[src/verilog/hif_pkg.sv]
// constants shared by the host identifier feature block
// What this block does
// [RL1] feature id 81h selects host identifier
// [RL2] get-feature returns identifier via data buffer
// [RL3] dword11 bit 0 selects 128 or 64 bit
// [RL4] fabric controllers always use 128-bit format
// [RL5] no 128-bit support and bit one: invalid field
// [RL6] no 64-bit support and bit zero: invalid field
// [RL7] other controller other width nonzero: inconsistent format; checked only when both SUP64 and SUP128 are set
// [RL8] identifier is bytes 15:00, 8 or 16 sent
// [RL9] equal nonzero identifiers mean same host
// [RL10] zero identifiers always mean different hosts
// [RL11] zero identifier reservations dropped on reset
// [RL12] memory-bus controllers may change identifier anytime
// [RL13] 128-bit support recommended on memory-bus controllers
// [RL14] host gives nonzero identifier in fabric connect
// [RL15] fabric set-feature aborts with sequence error
// [RL16] fabric get-feature returns connect identifier
// [RL17] completion posted only after attributes applied
// [RL18] 64-bit mode stores low 8 bytes only
package hif_pkg;
    localparam logic [7:0] HIF_FID = 8'h81;
    localparam int HIF_WSEL_BIT = 0;
    localparam int HIF_BYTES = 16;
    localparam int HIF_LOW_BYTES = 8;
    localparam logic [3:0] HIF_LAST_BYTE = 4'hf;
    localparam logic [3:0] HIF_LAST_LOW = 4'h7;
    // status codes: generic type 0, command specific type 1
    localparam logic [2:0] HIF_SCT_GEN = 3'h0;
    localparam logic [2:0] HIF_SCT_CMD = 3'h1;
    localparam logic [7:0] HIF_SC_OK = 8'h00;
    localparam logic [7:0] HIF_SC_INV_FIELD = 8'h02;
    localparam logic [7:0] HIF_SC_CMD_SEQ = 8'h0c;
    localparam logic [7:0] HIF_SC_INCONS = 8'h19;
    localparam logic [127:0] HIF_ZERO_ID = 128'h0;
    typedef enum logic [2:0] {
        HIF_IDLE = 3'b000,
        HIF_RECV = 3'b001,
        HIF_APPLY = 3'b010,
        HIF_SEND = 3'b011,
        HIF_DONE = 3'b100
    } hif_state_e;
endpackage
[src/verilog/hif_feature.sv]
// host identifier feature command interpreter
`timescale 1ns/1ps
module hif_feature
    import hif_pkg::*;
#(
    parameter bit FABRIC = 1'b0,
    parameter bit SUP64 = 1'b1,
    parameter bit SUP128 = 1'b1
)
(
    // clock and reset
    input wire logic clk,
    input wire logic reset,
    // command request
    input wire logic cmd_valid,
    input wire logic cmd_is_set,
    input wire logic [7:0] cmd_fid,
    input wire logic [31:0] cmd_dw11,
    // set-feature payload bytes, one per cycle
    input wire logic in_valid,
    input wire logic [7:0] in_byte,
    // fabric connect capture
    input wire logic connect_valid,
    input wire logic [127:0] connect_id,
    // peer controller state
    input wire logic peer_id_nonzero,
    input wire logic peer_wide,
    input wire logic [127:0] peer_id,
    // completion
    output logic cpl_valid,
    output logic [2:0] cpl_sct,
    output logic [7:0] cpl_sc,
    // get-feature data buffer
    output logic out_valid,
    output logic [7:0] out_byte,
    // identity state
    output logic [127:0] host_identity_value,
    output logic wide_id_select,
    output logic same_host_as_peer,
    output logic drop_reservations
);
    // sequencer state and byte walk
    hif_state_e state_q;
    logic [3:0] cnt_q; // byte index
    logic [3:0] last_q; // final byte index for this transfer
    // set payload staging, kept apart so a cut set never reaches id_q
    logic [127:0] shadow_q; // incoming identifier
    logic wide_q; // requested width
    // live identifier and its width
    logic [127:0] id_q; // identifier in force
    logic idw_q; // width in force, 1 for 128-bit
    logic same_d; // comparator result, registered below
    // command decode
    logic hit; // command targets this feature
    logic req_wide; // width asked for by the command
    logic bad128; // wide asked, not supported
    logic bad64; // narrow asked, not supported
    logic incons; // clashes with a peer's width

    // other feature ids pass by untouched
    assign hit = cmd_valid && (cmd_fid == HIF_FID); // [RL1]
    // reserved bits are not checked, so odd hosts still get through
    assign req_wide = cmd_dw11[HIF_WSEL_BIT]; // [RL3] upper bits ignored
    // width support is fixed at build time
    assign bad128 = req_wide && !SUP128; // [RL5]
    // fabric parts never run narrow
    assign bad64 = !req_wide && (!SUP64 || FABRIC); // [RL6] [RL4]
    // only a part that offers both widths can see a clash
    assign incons = SUP64 && SUP128 && peer_id_nonzero &&
                    (peer_wide != req_wide); // [RL7]

    // command sequencing
    always_ff @(posedge clk or posedge reset) begin
        if (reset) begin
            state_q <= HIF_IDLE;
            cnt_q <= 4'h0;
            last_q <= 4'h0;
            wide_q <= 1'b0;
            cpl_valid <= 1'b0;
            cpl_sct <= HIF_SCT_GEN;
            cpl_sc <= HIF_SC_OK;
            out_valid <= 1'b0;
            out_byte <= 8'h00;
        end else begin
            cpl_valid <= 1'b0;
            out_valid <= 1'b0;
            unique case (state_q)
                HIF_IDLE: begin
                    cnt_q <= 4'h0;
                    if (hit && cmd_is_set) begin
                        if (FABRIC) begin
                            // identifier fixed by connect
                            cpl_valid <= 1'b1; // [RL15]
                            cpl_sct <= HIF_SCT_GEN;
                            cpl_sc <= HIF_SC_CMD_SEQ;
                        end else if (bad128 || bad64) begin
                            cpl_valid <= 1'b1; // [RL5] [RL6]
                            cpl_sct <= HIF_SCT_GEN;
                            cpl_sc <= HIF_SC_INV_FIELD;
                        end else if (incons) begin
                            cpl_valid <= 1'b1; // [RL7]
                            cpl_sct <= HIF_SCT_CMD;
                            cpl_sc <= HIF_SC_INCONS;
                        end else begin
                            wide_q <= req_wide;
                            last_q <= req_wide ? HIF_LAST_BYTE
                                               : HIF_LAST_LOW; // [RL8]
                            state_q <= HIF_RECV;
                        end
                    end else if (hit) begin
                        // get always ships the full 16-byte structure
                        last_q <= HIF_LAST_BYTE; // [RL2] [RL8]
                        state_q <= HIF_SEND;
                    end
                end
                HIF_RECV: begin
                    if (in_valid) begin
                        cnt_q <= cnt_q + 4'h1;
                        if (cnt_q == last_q) begin
                            state_q <= HIF_APPLY;
                        end
                    end
                end
                HIF_APPLY: begin
                    // id registers load this cycle; complete next
                    state_q <= HIF_DONE; // [RL17]
                end
                HIF_SEND: begin
                    out_valid <= 1'b1; // [RL2] data, not completion
                    out_byte <= id_q[cnt_q*8 +: 8]; // [RL16] [RL18]
                    cnt_q <= cnt_q + 4'h1;
                    if (cnt_q == last_q) begin
                        state_q <= HIF_DONE;
                    end
                end
                HIF_DONE: begin
                    cpl_valid <= 1'b1; // [RL17]
                    cpl_sct <= HIF_SCT_GEN;
                    cpl_sc <= HIF_SC_OK;
                    state_q <= HIF_IDLE;
                end
                default: state_q <= HIF_IDLE;
            endcase
        end
    end

    // payload capture, little endian byte order
    always_ff @(posedge clk or posedge reset) begin
        if (reset) begin
            shadow_q <= HIF_ZERO_ID;
        end else if (state_q == HIF_IDLE) begin
            shadow_q <= HIF_ZERO_ID; // [RL18] upper bytes stay zero
        end else if (state_q == HIF_RECV && in_valid) begin
            shadow_q[cnt_q*8 +: 8] <= in_byte; // [RL8]
        end
    end

    // stored identifier; reset forgets it, so zero is a new host
    always_ff @(posedge clk or posedge reset) begin
        if (reset) begin
            id_q <= HIF_ZERO_ID;
            idw_q <= 1'b0;
        end else if (FABRIC && connect_valid) begin
            id_q <= connect_id; // [RL16] [RL14]
            idw_q <= 1'b1; // [RL4]
        end else if (!FABRIC && state_q == HIF_APPLY) begin
            id_q <= shadow_q; // [RL12] remap at any time
            idw_q <= wide_q; // [RL13] width per SUP128
        end
    end

    hif_match hif_match_inst (
        .own_id(id_q),
        .own_wide(idw_q),
        .peer_id(peer_id),
        .peer_wide(peer_wide),
        .same_host(same_d)
    );

    // registered outputs
    always_ff @(posedge clk or posedge reset) begin
        if (reset) begin
            host_identity_value <= HIF_ZERO_ID;
            wide_id_select <= 1'b0;
            same_host_as_peer <= 1'b0;
            drop_reservations <= 1'b1; // [RL11] zero id after reset
        end else begin
            host_identity_value <= id_q;
            wide_id_select <= idw_q;
            same_host_as_peer <= same_d; // [RL9] [RL10]
            drop_reservations <= 1'b0;
        end
    end

    // checks on the sequencer and the stored identity

    // fabric: any set is refused, the id is fixed by connect
    AST_FABRIC_SET_SEQ: assert property (@(posedge clk) // [RL15]
        disable iff (reset)
        (FABRIC && state_q == HIF_IDLE && hit && cmd_is_set) |=>
        (cpl_valid && cpl_sc == HIF_SC_CMD_SEQ))
        else $error("fabric set not aborted");

    // unsupported width is answered at once, nothing stored
    AST_BAD_WIDTH: assert property (@(posedge clk) // [RL5] [RL6]
        disable iff (reset)
        (!FABRIC && state_q == HIF_IDLE && hit && cmd_is_set &&
         (bad128 || bad64)) |=>
        (cpl_valid && cpl_sc == HIF_SC_INV_FIELD))
        else $error("unsupported width not rejected");

    // width clash with a peer is command specific status
    AST_INCONS: assert property (@(posedge clk) // [RL7]
        disable iff (reset)
        (!FABRIC && state_q == HIF_IDLE && hit && cmd_is_set &&
         !bad128 && !bad64 && incons) |=>
        (cpl_valid && cpl_sc == HIF_SC_INCONS))
        else $error("inconsistent format not flagged");

    // new id must be in force before the good completion
    AST_APPLY_BEFORE_CPL: assert property (@(posedge clk) // [RL17]
        disable iff (reset)
        (state_q == HIF_APPLY) |=> (id_q == $past(shadow_q)) ##1
        (cpl_valid && cpl_sc == HIF_SC_OK))
        else $error("completion before apply");

    // narrow mode keeps the upper half clear
    AST_LOW_ONLY: assert property (@(posedge clk) // [RL18]
        disable iff (reset)
        (!idw_q && !FABRIC) |->
        (id_q[127:64] == 64'h0))
        else $error("upper bytes kept in 64-bit mode");

    // get answers with data first, never with the completion alone
    AST_GET_DATA: assert property (@(posedge clk) // [RL2]
        disable iff (reset)
        (state_q == HIF_IDLE && hit && !cmd_is_set) |=>
        !cpl_valid ##1 out_valid)
        else $error("get did not use data buffer");

    // a zero identifier never joins another controller
    AST_ZERO_APART: assert property (@(posedge clk) // [RL10]
        disable iff (reset)
        (id_q == HIF_ZERO_ID) |=>
        !same_host_as_peer)
        else $error("zero identifiers matched");

    // connect value lands whole and wide
    AST_FABRIC_WIDE: assert property (@(posedge clk) // [RL16]
        disable iff (reset)
        (FABRIC && $past(connect_valid)) |->
        (idw_q && id_q == $past(connect_id)))
        else $error("connect identifier not captured");

    // other feature ids get no answer from this block
    AST_IGNORE_OTHER: assert property (@(posedge clk) // [RL1]
        disable iff (reset)
        (state_q == HIF_IDLE && !hit) |=>
        (!cpl_valid && !out_valid && state_q == HIF_IDLE))
        else $error("foreign feature id answered");

    // wide id can only be in force where wide is offered
    AST_WIDE_SUP: assert property (@(posedge clk) // [RL13]
        disable iff (reset)
        (!FABRIC && idw_q) |->
        SUP128)
        else $error("wide id stored without support");

    // a stored narrow id needs narrow support
    AST_NARROW_SUP: assert property (@(posedge clk) // [RL6]
        disable iff (reset)
        (!FABRIC && !idw_q && id_q != HIF_ZERO_ID) |->
        SUP64)
        else $error("narrow id stored without support");

    // fabric id moves only on a connect
    AST_FABRIC_FIXED: assert property (@(posedge clk) // [RL16]
        disable iff (reset)
        (FABRIC && !connect_valid) |=>
        $stable(id_q))
        else $error("fabric identifier modified");

    // data strobe and completion never share a cycle
    AST_DATA_NOT_CPL: assert property (@(posedge clk) // [RL2]
        disable iff (reset)
        out_valid |->
        !cpl_valid)
        else $error("data and completion overlap");

    // the done state always posts one good completion
    AST_DONE_OK: assert property (@(posedge clk) // [RL17]
        disable iff (reset)
        (state_q == HIF_DONE) |=>
        (cpl_valid && cpl_sct == HIF_SCT_GEN && cpl_sc == HIF_SC_OK))
        else $error("done without good completion");

    // same host needs an equal nonzero id one cycle back
    AST_SAME_EQUAL: assert property (@(posedge clk) // [RL9]
        disable iff (reset)
        same_host_as_peer |->
        ($past(id_q) == $past(peer_id) && $past(id_q) != HIF_ZERO_ID))
        else $error("same host without equal id");

    // last payload byte moves straight to apply
    AST_RECV_LAST: assert property (@(posedge clk) // [RL8]
        disable iff (reset)
        (state_q == HIF_RECV && in_valid && cnt_q == last_q) |=>
        (state_q == HIF_APPLY))
        else $error("payload length wrong");

    // last data byte is shipped, then the completion follows
    AST_SEND_LAST: assert property (@(posedge clk) // [RL8]
        disable iff (reset)
        (state_q == HIF_SEND && cnt_q == last_q) |=>
        (out_valid && state_q == HIF_DONE))
        else $error("get length wrong");
endmodule

[src/verilog/hif_match.sv]
// host association comparator for one peer controller
`timescale 1ns/1ps
module hif_match
    import hif_pkg::*;
(
    // own identifier
    input wire logic [127:0] own_id,
    input wire logic own_wide,
    // peer identifier
    input wire logic [127:0] peer_id,
    input wire logic peer_wide,
    // result
    output logic same_host
);
    // zero never matches anything, even another zero
    assign same_host = (own_id != HIF_ZERO_ID) && // [RL9] [RL10]
                       (own_id == peer_id) && (own_wide == peer_wide);
endmodule

[config.mk]
export PLATFORM = sky130hd
export DESIGN_NAME = hif_feature
export DESIGN_NICKNAME = d
export VERILOG_FILES = /design/src/verilog/hif_pkg.sv /design/src/verilog/hif_feature.sv /design/src/verilog/hif_match.sv
export SDC_FILE = /design/constraint.sdc
export NUM_CORES = 1
export LEC_CHECK = 0
export ABC_AREA = 1
export BUFFER_PORTS_ARGS = -buffer_cell sky130_fd_sc_hd__buf_4
export CORE_ASPECT_RATIO = 0.6
export CORE_UTILIZATION = 58
export DETAILED_ROUTE_END_ITERATION = 8
export HOLD_SLACK_MARGIN = 0.05
export PLACE_DENSITY = 0.87
export SKIP_CTS_REPAIR_TIMING = 1
export SYNTH_ARGS = -nofsm -noshare
export SYNTH_HDL_FRONTEND = slang
export SYNTH_HIERARCHICAL = 1
export SYNTH_SLANG_ARGS = --single-unit
[constraint.sdc]
create_clock -name clk -period 22.7 [get_ports clk]
set_input_delay 5.675 -clock clk [delete_from_list [all_inputs] [get_ports clk]]
set_output_delay 5.675 -clock clk [all_outputs]
set_load 0.05 [all_outputs]
# Word-level counts from Yosys, hierarchy flattened

Cells that the tools add are included.

Shift operators: 3
Mux-type cells: 26
Reductions and logical operators: 17
Bitwise logic cells: 1
Add/sub/neg operators: 2
Equality and inequality tests: 17

Operators by type and width:

| operator                                               | count |
|---|---|
| two-way mux 128 bit                                    | 2 |
| bitwise mux 128 bit                                    | 1 |
| equality test 128 bit                                  | 1 |
| nonzero test 128 bit                                   | 1 |
| variable shift 8 x 34 -> 128 bit, first input constant | 1 |
| variable part select 128 x 8 -> 8 bit                  | 1 |
| variable part select 8 x 34 -> 128 bit                 | 1 |
| negation 7 -> 34 bit                                   | 1 |
| two-way mux 3 bit                                      | 8 |
| two-way mux 4 bit                                      | 5 |
| two-way mux 8 bit                                      | 2 |
| one-hot mux 8 bit (2 select lines)                     | 1 |
| inequality test 2 bit, second input constant           | 6 |
| one-hot mux 3 bit (4 select lines)                     | 1 |
| one-hot mux 4 bit (3 select lines)                     | 1 |
| AND reduction 3 bit                                    | 3 |
| equality test 8 bit, second input constant             | 1 |
| equality test 3 x 2 -> 1 bit, second input constant    | 2 |
| logical AND 1 bit                                      | 6 |
| inequality test 3 bit, second input constant           | 2 |
| one-hot mux 3 bit (2 select lines)                     | 1 |
| nonzero test 2 bit                                     | 3 |
| AND reduction 5 bit                                    | 1 |
| adder 4 x 1 -> 4 bit, second input constant            | 1 |
| 11 further kinds                                       | 13 |

Word-level logic and storage cells: 82
Output and inout port bits: 152
Bits in registers: 421
Input port bits: 312

# Logic depth before layout (Yosys ltp)

Gate-level depths: netlist of the first run.

Depth after elaboration: 5
Gate-level depth with buffers: 16
Mapped depth without buffers: 12

# By module

Netlist of the first run, hierarchy kept.

By module, submodules not included:

| module      | times used | cells an instance | area an instance (sq um) | sequential area each (sq um) |
|---|---|---|---|---|
| hif_feature | 1          | 1522              | 16036.6                  | 10236.1 |
| hif_match   | 1          | 444               | 2262.2                   | 0.0 |

# Worst setup path after synthesis of the first run

OpenSTA, ideal clock, no wires.

Kind: input-to-reg
Start: input port in_valid
End: register shadow_q[119]
Arrival: 6.511 ns
Library setup time: 0.131 ns
Path buffers: 1
Setup slack: 16.058 ns
Required time: 22.569 ns
Stages: 6
Cells stage by stage: nand2_1 -> inv_2 -> buf_2 -> nand3_1 -> nand3_1 -> o21ai_0

Cells in the longest elaborated chain, start to end: 2

Ends and longest elaborated chain:

| element                             | RTL line           | source |
|---|---|---|
| start: declaration                  | hif_feature.sv:20  | `input wire logic in_valid,` |
| logical AND 1 bit                   | hif_feature.sv:153 | `end else if (state_q == HIF_RECV && in_valid) begin` |
| nonzero test 2 bit (no source line) | --                 |  |
| end signal: indexed assignment      | hif_feature.sv:154 | `shadow_q[cnt_q*8 +: 8] <= in_byte;` |
| end: declaration                    | hif_feature.sv:47  | `logic [127:0] shadow_q;` |

Every way passes these cells.
A chain may end at the register's enable or synchronous reset.

==> results.ini, run 1 <==
[outcome]
status = finished clean

[global_route]
via_count_of_the_first_global_routing_pass = 15389
grt_util_all_layers_pct = 43.1
antenna_found_initial = 4
grt_max_degree = 190
globalRoute.totalOverflow = 0
global_route_wire_length_before_repair_um = 100000

[placement]
gpl.final_weighted_congestion = 1.04
placed_cells_incl_taps = 2606
hpwl_um = 50600
count_of_buffers_inserted_at_the_top_level_ports = 296
place_ws_ps = 15080

[critical_path]
critPathKind = in2async
worstSetupStartpointType = input port
worst_r2r_startpoint = cnt_q[1]
crit_end_category = asynchronous set/reset pin
regToRegSetupSlack_ps = 18630
ff2ff_path_depth = 11
cpPeakStageDelay_ps = 910
timing.critical_path.arrival_ps = 7540
critPathRequiredTime_ps = 23220
regToRegEndpoint = shadow_q[106]
cpMaxStageDelayCell = buf_4
cp_cell_sequence = buf_4 -> inv_8 -> buf_4
crit_top_cell = buf_4
critPathMaxFanout = 142

[timing]
layout_setup_ws_ps = 15680
min_period_over_period_pct = 30.9
final_setup_skew_ps = 17.6
max_freq_mhz = 142
slew_headroom_pct = 20.2
final-max-slew-violation-count = 0
timing_hold_violations_final = 0
min_period_ps = 7020
rsz0062_at_grt = false
totalNegativeSetupSlack_ps = 0
max_slew.worst_pin.slew_ps = 1200
final-setup-viol-count = 0

[power]
worst_ir_drop_vdd_uv = 91.2
power_leakage_nw = 11.2
power.density_cell_area_mw_per_mm2 = 97.0

[clocking]
clock_path_buffers = 3
ctsHtreeMaxLevel = 2
tritoncts.num_buffers = 37
tritoncts = done
cts.root.buffer_cell = clkbuf_16
worstSkewPairLatency_ps = 540
path_clk_slew_ps = 70
cts.sink_count = 409

[yosys]
post_synth_inst_count = 1966
synthesis.area_mm2 = 0.0183
yosysWarnings = 6
synth-main-ff-cell = dfrtp_1
postSynth.asyncResetShare_pct = 100
synth.yosys.seq_area_share_pct = 55.9
synth_cell_type_count = 36
syn_avg_cell_area_um2 = 9.31
edff_count_synth = 0
synth-seq-cells = 409

[routing]
num_vias = 16345
drt_first_pass_iters = 8
final_antenna_net_count = 0
detail_route.drc_violations = 0
drt-wirelength-per-cell_um = 25.9
routed_wirelength_um = 69300
viasPerCell = 6.12
drtIter0Drc = 2618

[min_path]
hp-start = idw_q
worst_hold_path.endpoint = wide_id_select
holdPathStages = 0
worst_hold_path_type = reg2reg

[cells_and_area]
num-nets-final = 2552
mostFrequentLayoutCell = nand2_1
highest_count_cells_in_the_layout_ignoring_fill_and_taps = nand2_1 (411), dfrtp_1 (407), buf_4 (303), nor2_1 (245), nand3_1 (175)
area.growth.synth_to_final_pct = 19.9
drive_gt1_share_pct = 22.8
instances_no_fill = 2671

[die]
die_w_um = 231
floorplan.die_area_mm2 = 0.0323
die_h_um = 140
start_util_pct = 60.1
ios = 464
num_rows = 49
core_region_area_mm2 = 0.0305

[flow_run]
max-cap-violations = 0

==> power breakdown <==
part / total [mW] / leakage [nW] / switching, mW / internal [mW]
Sequential: 0.792 / 5.65 / 0.0314 / 0.760
Clock: 0.622 / 0.567 / 0.284 / 0.338
Combinational: 0.715 / 4.95 / 0.547 / 0.168
Total: 2.13 / 11.2 / 0.862 / 1.27
==> routing by layer <==
| layer | wire length (µm) | vias to the layer above | track usage [%] |
|---|---|---|---|
| li1 | - | 6918 | - |
| met4 | 2700 | 4 | 14.7 |
| met1 | 27400 | 7940 | 62.2 |
| met5 | 22 | - | 0 |
| met2 | 28600 | 1294 | 59.8 |
| met3 | 10600 | 189 | 15.9 |
==> area by class of cell <==
cell class	count	area, µm²
Clock inverter	13	116
Timing Repair Buffer	304	2290
Multi-Input combinational cell	1347	7210
Tap cell	408	510
Inverter	138	526
Sequential cell	409	10200
Clock buffer	51	1050
Fill cell	2221	8530
Antenna cell	1	2.50
==> cell families (layout without fill, tap and decap cells) <==
logic type | count (synthesis) | after routing | synth area share [%]
flops | 409 | 409 | 55.9
xor+xnor | 109 | 109 | 5.22
mux | 105 | 105 | 6.46
fa+ha+maj | 3 | 3 | 0.205
simple gates | 919 | 919 | 21.5
compound gates | 203 | 203 | 5.77
other cells | 1 | 9 | 0.0205
buf+inv | 217 | 506 | 4.93
==> state kept, by name (all words and copies together) (netlist names), 2 cells and up <==
name	count
id_q	128
cnt_q	4
host_identity_value	128
last_q	2
out_byte	8
state_q	3
shadow_q	128
==> synth_stat cells (10+ instances only) <==
library cell | number | area (µm²)
nand2_1 | 412 | 1550
nand4_1 | 22 | 138
nor2_1 | 245 | 920
inv_2 | 15 | 56.3
dfrtp_1 | 408 | 10200
buf_2 | 22 | 110
nor3_1 | 33 | 165
nand3_1 | 176 | 881
inv_1 | 122 | 458
o22ai_1 | 14 | 87.6
a21oi_1 | 27 | 135
mux2_2 | 105 | 1180
nor3_2 | 10 | 100
xor2_1 | 24 | 210
clkbuf_1 | 35 | 131
o21ai_0 | 103 | 515
buf_4 | 14 | 105
o21ai_1 | 50 | 250
xnor2_1 | 85 | 744
==> through the flow <==
step / utilization, % / instance area [µm²] / power [mW] / hold slack, ps
2_1_floorplan: - / 18300 / 1.26 / 384
3_5_place_dp: 68.2 / 20800 / 1.48 / 418
3_3_place_gp: 68.2 / 20800 / 1.47 / 418
4_1_cts: 72.0 / 21900 / 2.09 / 441
5_1_grt: 72.0 / 21900 / 2.19 / 455
6_report: 72.0 / 21900 / 2.13 / 446
==> how the worst max path moves through the flow <==
| stage | startpoint | slack, ps | cells past startpoint | end |
|---|---|---|---|---|
| finish | reset | 15680 | 3 | shadow_q[91] |
| global route | reset | 15370 | 3 | host_identity_value[19] |
| CTS | reset | 15650 | 3 | host_identity_value[92] |
| detailed placement | reset | 15080 | 3 | host_identity_value[28] |
| global placement | reset | 15130 | 3 | host_identity_value[28] |
| floorplan | reset | 5650 | 1 | cnt_q[0] |
==> critical path, delay by kind of cell <==
| kind | cells | cell delay [ps] |
|---|---|---|
| buffers and inverters | 3 | 1640 |
(Power assumes the default switching activity.)
==> run 2, diff against run 1 <==
--- a/config.mk
+++ b/config.mk
@@ -8,10 +8,10 @@
 export ABC_AREA = 1
 export BUFFER_PORTS_ARGS = -buffer_cell sky130_fd_sc_hd__buf_4
 export CORE_ASPECT_RATIO = 0.6
-export CORE_UTILIZATION = 58
+export CORE_UTILIZATION = 54
 export DETAILED_ROUTE_END_ITERATION = 8
 export HOLD_SLACK_MARGIN = 0.05
-export PLACE_DENSITY = 0.87
+export PLACE_DENSITY = 0.82
 export SKIP_CTS_REPAIR_TIMING = 1
 export SYNTH_ARGS = -nofsm -noshare
 export SYNTH_HDL_FRONTEND = slang
==> constraint.sdc (replaced) <==
create_clock -name clk -period 7.05 [get_ports clk]
set_input_delay 1.7625 -clock clk [delete_from_list [all_inputs] [get_ports clk]]
set_output_delay 1.7625 -clock clk [all_outputs]
set_load 0.05 [all_outputs]
==> run 2 against run 1 <==
  * Via count shrank 1.7%
  * Global-route usage decreased by 2.7 points
  * Design area rose by 0.86%
  * Worst setup slack got worse by 12000 ps
  * Count of clock-buffer cells in the layout is 5 higher
  * Non-clock buffer count increased by 3
  * Combinational power rose to 3.2 times the previous value
  * Flip-flop and latch count stayed put
  * Total power rose to 3.3 times the previous value
  * Critical path depth is 8 higher
  * Sequential power grew to 3.2 times the previous value
  * Critical path type is now reg2reg
  * Critical endpoint is now shadow_q[124]
  * Largest cell class unchanged
==> results.ini, run 2 (same netlist as run 1, synthesis figures left out) <==
[critical_path]
crit_end_category = flip-flop
critPathKind = reg2reg
worstSetupStartpointType = flip-flop
path_delay_family = simple AND/OR/NAND/NOR gates
cpMaxStageDelayCell = ha_1
cp_cell_sequence = buf_4 -> inv_2 -> nand2_1 -> nor2_1 -> ha_1 -> inv_2 -> nand2_1 -> nor2_1 -> nand3_1 -> nand3_1 -> o21ai_1
critPathMaxFanout = 37  ; -74%
critPathRequiredTime_ps = 7460  ; -15760 ps
critical_path_buf_inv_count = 3  ; unchanged
cpPeakStageDelay_ps = 620  ; -290 ps
timing.critical_path.arrival_ps = 4270  ; -3270 ps

[timing]
final-setup-viol-count = 0  ; unchanged
timing_hold_violations_final = 0  ; unchanged
rsz0062_at_grt = false
min_period_over_period_pct = 54.7
final-max-slew-violation-count = 0  ; unchanged
final_setup_skew_ps = 22.6  ; +5.03 ps
max_slew.worst_pin.slew_ps = 1110  ; -83.1 ps
min_period_ps = 3860
max_freq_mhz = 259
slew_headroom_pct = 25.8  ; +5.5 points

[global_route]
via_count_of_the_first_global_routing_pass = 15112  ; -1.8%
antenna_found_initial = 1  ; -3
grt_max_degree = 161  ; -15%
grt_util_all_layers_pct = 40.4  ; -2.7 points
global_route_wire_length_before_repair_um = 98900  ; -1.3%
globalRoute.totalOverflow = 0  ; unchanged

[placement]
placed_cells_incl_taps = 2651  ; +1.7%
hpwl_um = 50800  ; +0.40%
gpl.final_weighted_congestion = 1.02  ; -1.2%
count_of_buffers_inserted_at_the_top_level_ports = 296  ; unchanged

[die]
floorplan.die_area_mm2 = 0.0347  ; +7.3%
core_region_area_mm2 = 0.0329  ; +7.9%
start_util_pct = 55.7  ; -4.4 points
die_w_um = 240  ; +3.6%
die_h_um = 145  ; +3.6%
ios = 464  ; unchanged
num_rows = 51  ; +4.1%

[cells_and_area]
num-nets-final = 2556  ; +0.16%
mostFrequentLayoutCell = nand2_1
area.growth.synth_to_final_pct = 20.9
drive_gt1_share_pct = 22.9  ; +0.12 points
nFillCells = 2576  ; +16%
top_regs = host_identity_value x128, id_q x128, shadow_q x128
finish.utilization_pct = 67.3  ; -4.7 points
instances_no_fill = 2719  ; +1.8%
highest_count_cells_in_the_layout_ignoring_fill_and_taps = nand2_1 (411), dfrtp_1 (407), buf_4 (304), nor2_1 (245), nand3_1 (175)

[clocking]
tritoncts.num_buffers = 38  ; +2.7%
clock_path_buffers = 3  ; unchanged
cts.root.buffer_cell = clkbuf_16
path_clk_slew_ps = 60  ; about the same
cts.sink_count = 409  ; unchanged
ctsHtreeMaxLevel = 2  ; unchanged
tritoncts = done
worstSkewPairLatency_ps = 550  ; about the same

[outcome]
status = finished clean

[routing]
drt-wirelength-per-cell_um = 25.5  ; -1.6%
num_vias = 16074  ; -1.7%
routed_wirelength_um = 69400  ; +0.13%
detail_route.drc_violations = 0  ; unchanged
final_antenna_net_count = 0  ; unchanged
viasPerCell = 5.91  ; -3.4%
drtIter0Drc = 2108  ; -19%
drt_first_pass_iters = 6  ; -2

[min_path]
worst_hold_path_type = reg2reg

[power]
power.density_cell_area_mw_per_mm2 = 314  ; +220%
worst_ir_drop_vdd_uv = 251  ; +180%
power_leakage_nw = 11.2  ; +0.66%

[flow_run]
max-cap-violations = 0  ; unchanged

run 2: report_power, final:
| part | internal [mW] | switching (mW) | total (mW) |
|---|---|---|---|
| clock | 1.21 | 0.903 | 2.12 |
| combinational | 0.545 | 1.74 | 2.28 |
| sequential | 2.45 | 0.106 | 2.55 |
run 2: through the flow:
step / cell area (µm²) / power [mW] / hold WS, ps / TNS [ps] / setup WS, ps
global placement: 20900 / 4.75 / 447 / 0 / 3500
global route: 22100 / 7.19 / 479 / 0 / 3200
finish: 22100 / 6.95 / 464 / 0 / 3190
floorplan: 18300 / 4.06 / 384 / -91120 / -223
detailed placement: 20900 / 4.78 / 450 / 0 / 3480
CTS: 22100 / 6.88 / 463 / 0 / 3380
run 2: cell type report:
type	instances	area (µm²)	share of cell area [%]
sequential	409	10200	46.3
inverter	138	522	2.36
timing repair buffer	307	2340	10.6
tap	450	563	2.54
antenna	1	2.50	0.0113
clock inverter	11	138	0.622
clock buffer	56	1120	5.06
multi-input combinational	1347	7210	32.6
run 2: path summary, 6_finish.rpt:
path                               start                        to  slack, ps  depth (start not counted)
worst max-delay path            cnt_q[1]             shadow_q[124]       3190                         11
worst min-delay path            id_q[75]   host_identity_value[75]        460                          0
worst max register to register  cnt_q[1]             shadow_q[124]       3190                         11
worst min register to register  id_q[75]   host_identity_value[75]        460                          0
max in group asynchronous          reset  host_identity_value[101]       4280                          3
min in group asynchronous          reset                 cpl_valid       1410                          2
run 2: layer usage:
| metal | track usage [%] | routed length, µm | vias to the layer above |
|---|---|---|---|
| li1 | - | - | 6924 |
| met1 | 55.3 | 27500 | 7807 |
| met2 | 55.1 | 28000 | 1153 |
| met3 | 18.7 | 11000 | 188 |
| met4 | 15.4 | 2880 | 2 |
| met5 | 2.31 | 87 | - |
==> run 3, diff against run 2 <==
--- a/config.mk
+++ b/config.mk
@@ -8,10 +8,10 @@
 export ABC_AREA = 1
 export BUFFER_PORTS_ARGS = -buffer_cell sky130_fd_sc_hd__buf_4
 export CORE_ASPECT_RATIO = 0.6
-export CORE_UTILIZATION = 54
+export CORE_UTILIZATION = 48
 export DETAILED_ROUTE_END_ITERATION = 8
 export HOLD_SLACK_MARGIN = 0.05
-export PLACE_DENSITY = 0.82
+export PLACE_DENSITY = 0.77
 export SKIP_CTS_REPAIR_TIMING = 1
 export SYNTH_ARGS = -nofsm -noshare
 export SYNTH_HDL_FRONTEND = slang
==> constraint.sdc (replaced) <==
create_clock -name clk -period 3.3 [get_ports clk]
set_input_delay 0.825 -clock clk [delete_from_list [all_inputs] [get_ports clk]]
set_output_delay 0.825 -clock clk [all_outputs]
set_load 0.05 [all_outputs]
==> run 3 against run 2 <==
  * Register-to-register slack got worse by 2800 ps
  * Fmax up 33%
  * Combinational power rose by 120%
  * Routed wire length increased by 2.4%
==> results.ini, run 3 (same netlist as run 1, synthesis figures left out) <==
[routing]
met1_length_um = 30400  ; +11%
viasPerCell = 5.71  ; -3.5%
final_antenna_net_count = 0  ; unchanged
top_layer = met5
wl_met3_um = 9370  ; -15%
routed_wirelength_um = 71100  ; +2.4%
detailroute.wirelength.met2_um = 29100  ; +4.2%
num_vias = 16012  ; -0.39%
drtIter0Drc = 2279  ; +8.1%
detail_route.drc_violations = 0  ; unchanged
drt_first_pass_iters = 6  ; unchanged
drt-wirelength-per-cell_um = 25.3  ; -0.74%

[global_route]
grt_max_degree = 115  ; -29%
global_route_wire_length_before_repair_um = 103000  ; +3.7%
antenna_found_initial = 4  ; +3
grt_util_all_layers_pct = 36.8  ; -3.5 points
via_count_of_the_first_global_routing_pass = 15516  ; +2.7%
globalRoute.totalOverflow = 0  ; unchanged

[clocking]
tritoncts.num_buffers = 38  ; unchanged
path_clk_slew_ps = 70  ; about the same
clock_path_buffers = 3  ; unchanged
cts.root.buffer_cell = clkbuf_16
tritoncts = done
ctsHtreeMaxLevel = 2  ; unchanged
worstSkewPairLatency_ps = 540  ; about the same
cts.sink_count = 409  ; unchanged

[die]
floorplan.die_area_mm2 = 0.0389  ; +12%
start_util_pct = 49.5  ; -6.2 points
die_h_um = 153  ; +6.0%
ios = 464  ; unchanged
die_w_um = 254  ; +6.0%
num_rows = 54  ; +5.9%
core_region_area_mm2 = 0.0370  ; +12%

[critical_path]
timing.critical_path.arrival_ps = 3310  ; -960 ps
worst_r2r_startpoint = cnt_q[2]
ff2ff_path_depth = 8  ; -3
worstSetupStartpointType = flip-flop
critPathMaxFanout = 23  ; -38%
crit_end_category = flip-flop
critPathKind = reg2reg
critPathRequiredTime_ps = 3710  ; -3750 ps
critical_path.startpoint = cnt_q[2]

[timing]
min_period_over_period_pct = 88.0  ; +33 points
final-setup-viol-count = 0  ; unchanged
rsz0062_at_grt = false
min_period_ps = 2900  ; -955 ps
final-max-slew-violation-count = 0  ; unchanged
max_freq_mhz = 344  ; +33%
layout_setup_ws_ps = 396  ; -2800 ps
timing_hold_violations_final = 0  ; unchanged
slew_headroom_pct = 43.1  ; +17 points
final_setup_skew_ps = 17.1  ; -5.52 ps
max_slew.worst_pin.slew_ps = 854  ; -260 ps

[cells_and_area]
area.growth.synth_to_final_pct = 23.0
instances_no_fill = 2806  ; +3.2%
top_regs = host_identity_value x128, id_q x128, shadow_q x128
highest_count_cells_in_the_layout_ignoring_fill_and_taps = nand2_1 (411), dfrtp_1 (407), buf_4 (334), nor2_1 (245), nand3_1 (175)
mostFrequentLayoutCell = nand2_1
drive_gt1_share_pct = 24.0  ; +1.1 points
antenna_cells_inserted = 0  ; -1
num-nets-final = 2591  ; +1.4%

[placement]
hpwl_um = 53700  ; +5.7%
gpl.final_weighted_congestion = 1.01  ; -0.92%
place_ws_ps = 542  ; -2940 ps
placed_cells_incl_taps = 2740  ; +3.4%
count_of_buffers_inserted_at_the_top_level_ports = 296  ; unchanged

[power]
worst_ir_drop_vdd_uv = 543  ; +120%
power.density_cell_area_mw_per_mm2 = 667  ; +110%
power_leakage_nw = 11.4  ; +1.6%

[flow_run]
max-cap-violations = 0  ; unchanged

[min_path]
worst_hold_path_type = in2async

[outcome]
status = finished clean

-- run 3: cell count changes in the layout (fill, tap and decap cells not counted), sizes merged --
cell,delta
diode,-1
buf,+35
clkinvlp,+1
clkinv,-3
inv,+1
-- run 3: power breakdown --
| group | leakage [nW] | total, mW | switching [mW] | internal [mW] |
|---|---|---|---|---|
| logic | 5.16 | 5.09 | 3.77 | 1.31 |
| registers | 5.65 | 5.44 | 0.214 | 5.23 |
| clock network | 0.604 | 4.47 | 1.92 | 2.55 |
| total | 11.4 | 15.0 | 5.90 | 9.10 |
-- run 3: per-layer routing --
| layer | up-vias | global-route usage [%] |
|---|---|---|
| li1 | 6988 | - |
| met1 | 7887 | 53.8 |
| met2 | 993 | 50.8 |
| met3 | 142 | 13.3 |
| met4 | 2 | 11.1 |
| met5 | - | 0 |
-- run 3: worst paths after layout --
path	end	slack, ps
worst max-delay path	shadow_q[108]	400
worst min-delay path	last_q[3]	370
worst max register to register	shadow_q[108]	400
worst min register to register	host_identity_value[10]	460
max in group asynchronous	shadow_q[27]	1910
min in group clk	host_identity_value[10]	460
-- run 3: worst max-delay path, stage by stage, from the launching register on --
cell,delay [ps]
dfrtp_1,890
nor2_1,140
ha_1,260
inv_1,100
o211ai_1,220
nor2_2,450
nand3_1,420
nand3_1,190
o21ai_1,90
-- run 3: cell type report --
type / instances / area (µm²)
fillers: 3085 / 14500
multi-input cells: 1347 / 7210
well taps: 504 / 631
inverters: 138 / 522
clock buffers: 56 / 1100
repair buffers: 342 / 2670
clock inverters: 10 / 139
flip-flops and latches: 409 / 10200
-- run 3: through the flow --
step	total power [mW]	TNS [ps]	util (%)	area, µm²	hold slack (ps)
final	15.0	0	60.9	22500	369
after global routing	15.5	0	60.9	22500	419
after CTS	14.8	0	60.9	22500	378
after detailed placement	10.4	0	57.5	21300	440
after global placement	10.4	0	57.5	21300	438
after floorplan	8.67	-1240140	-	18300	384
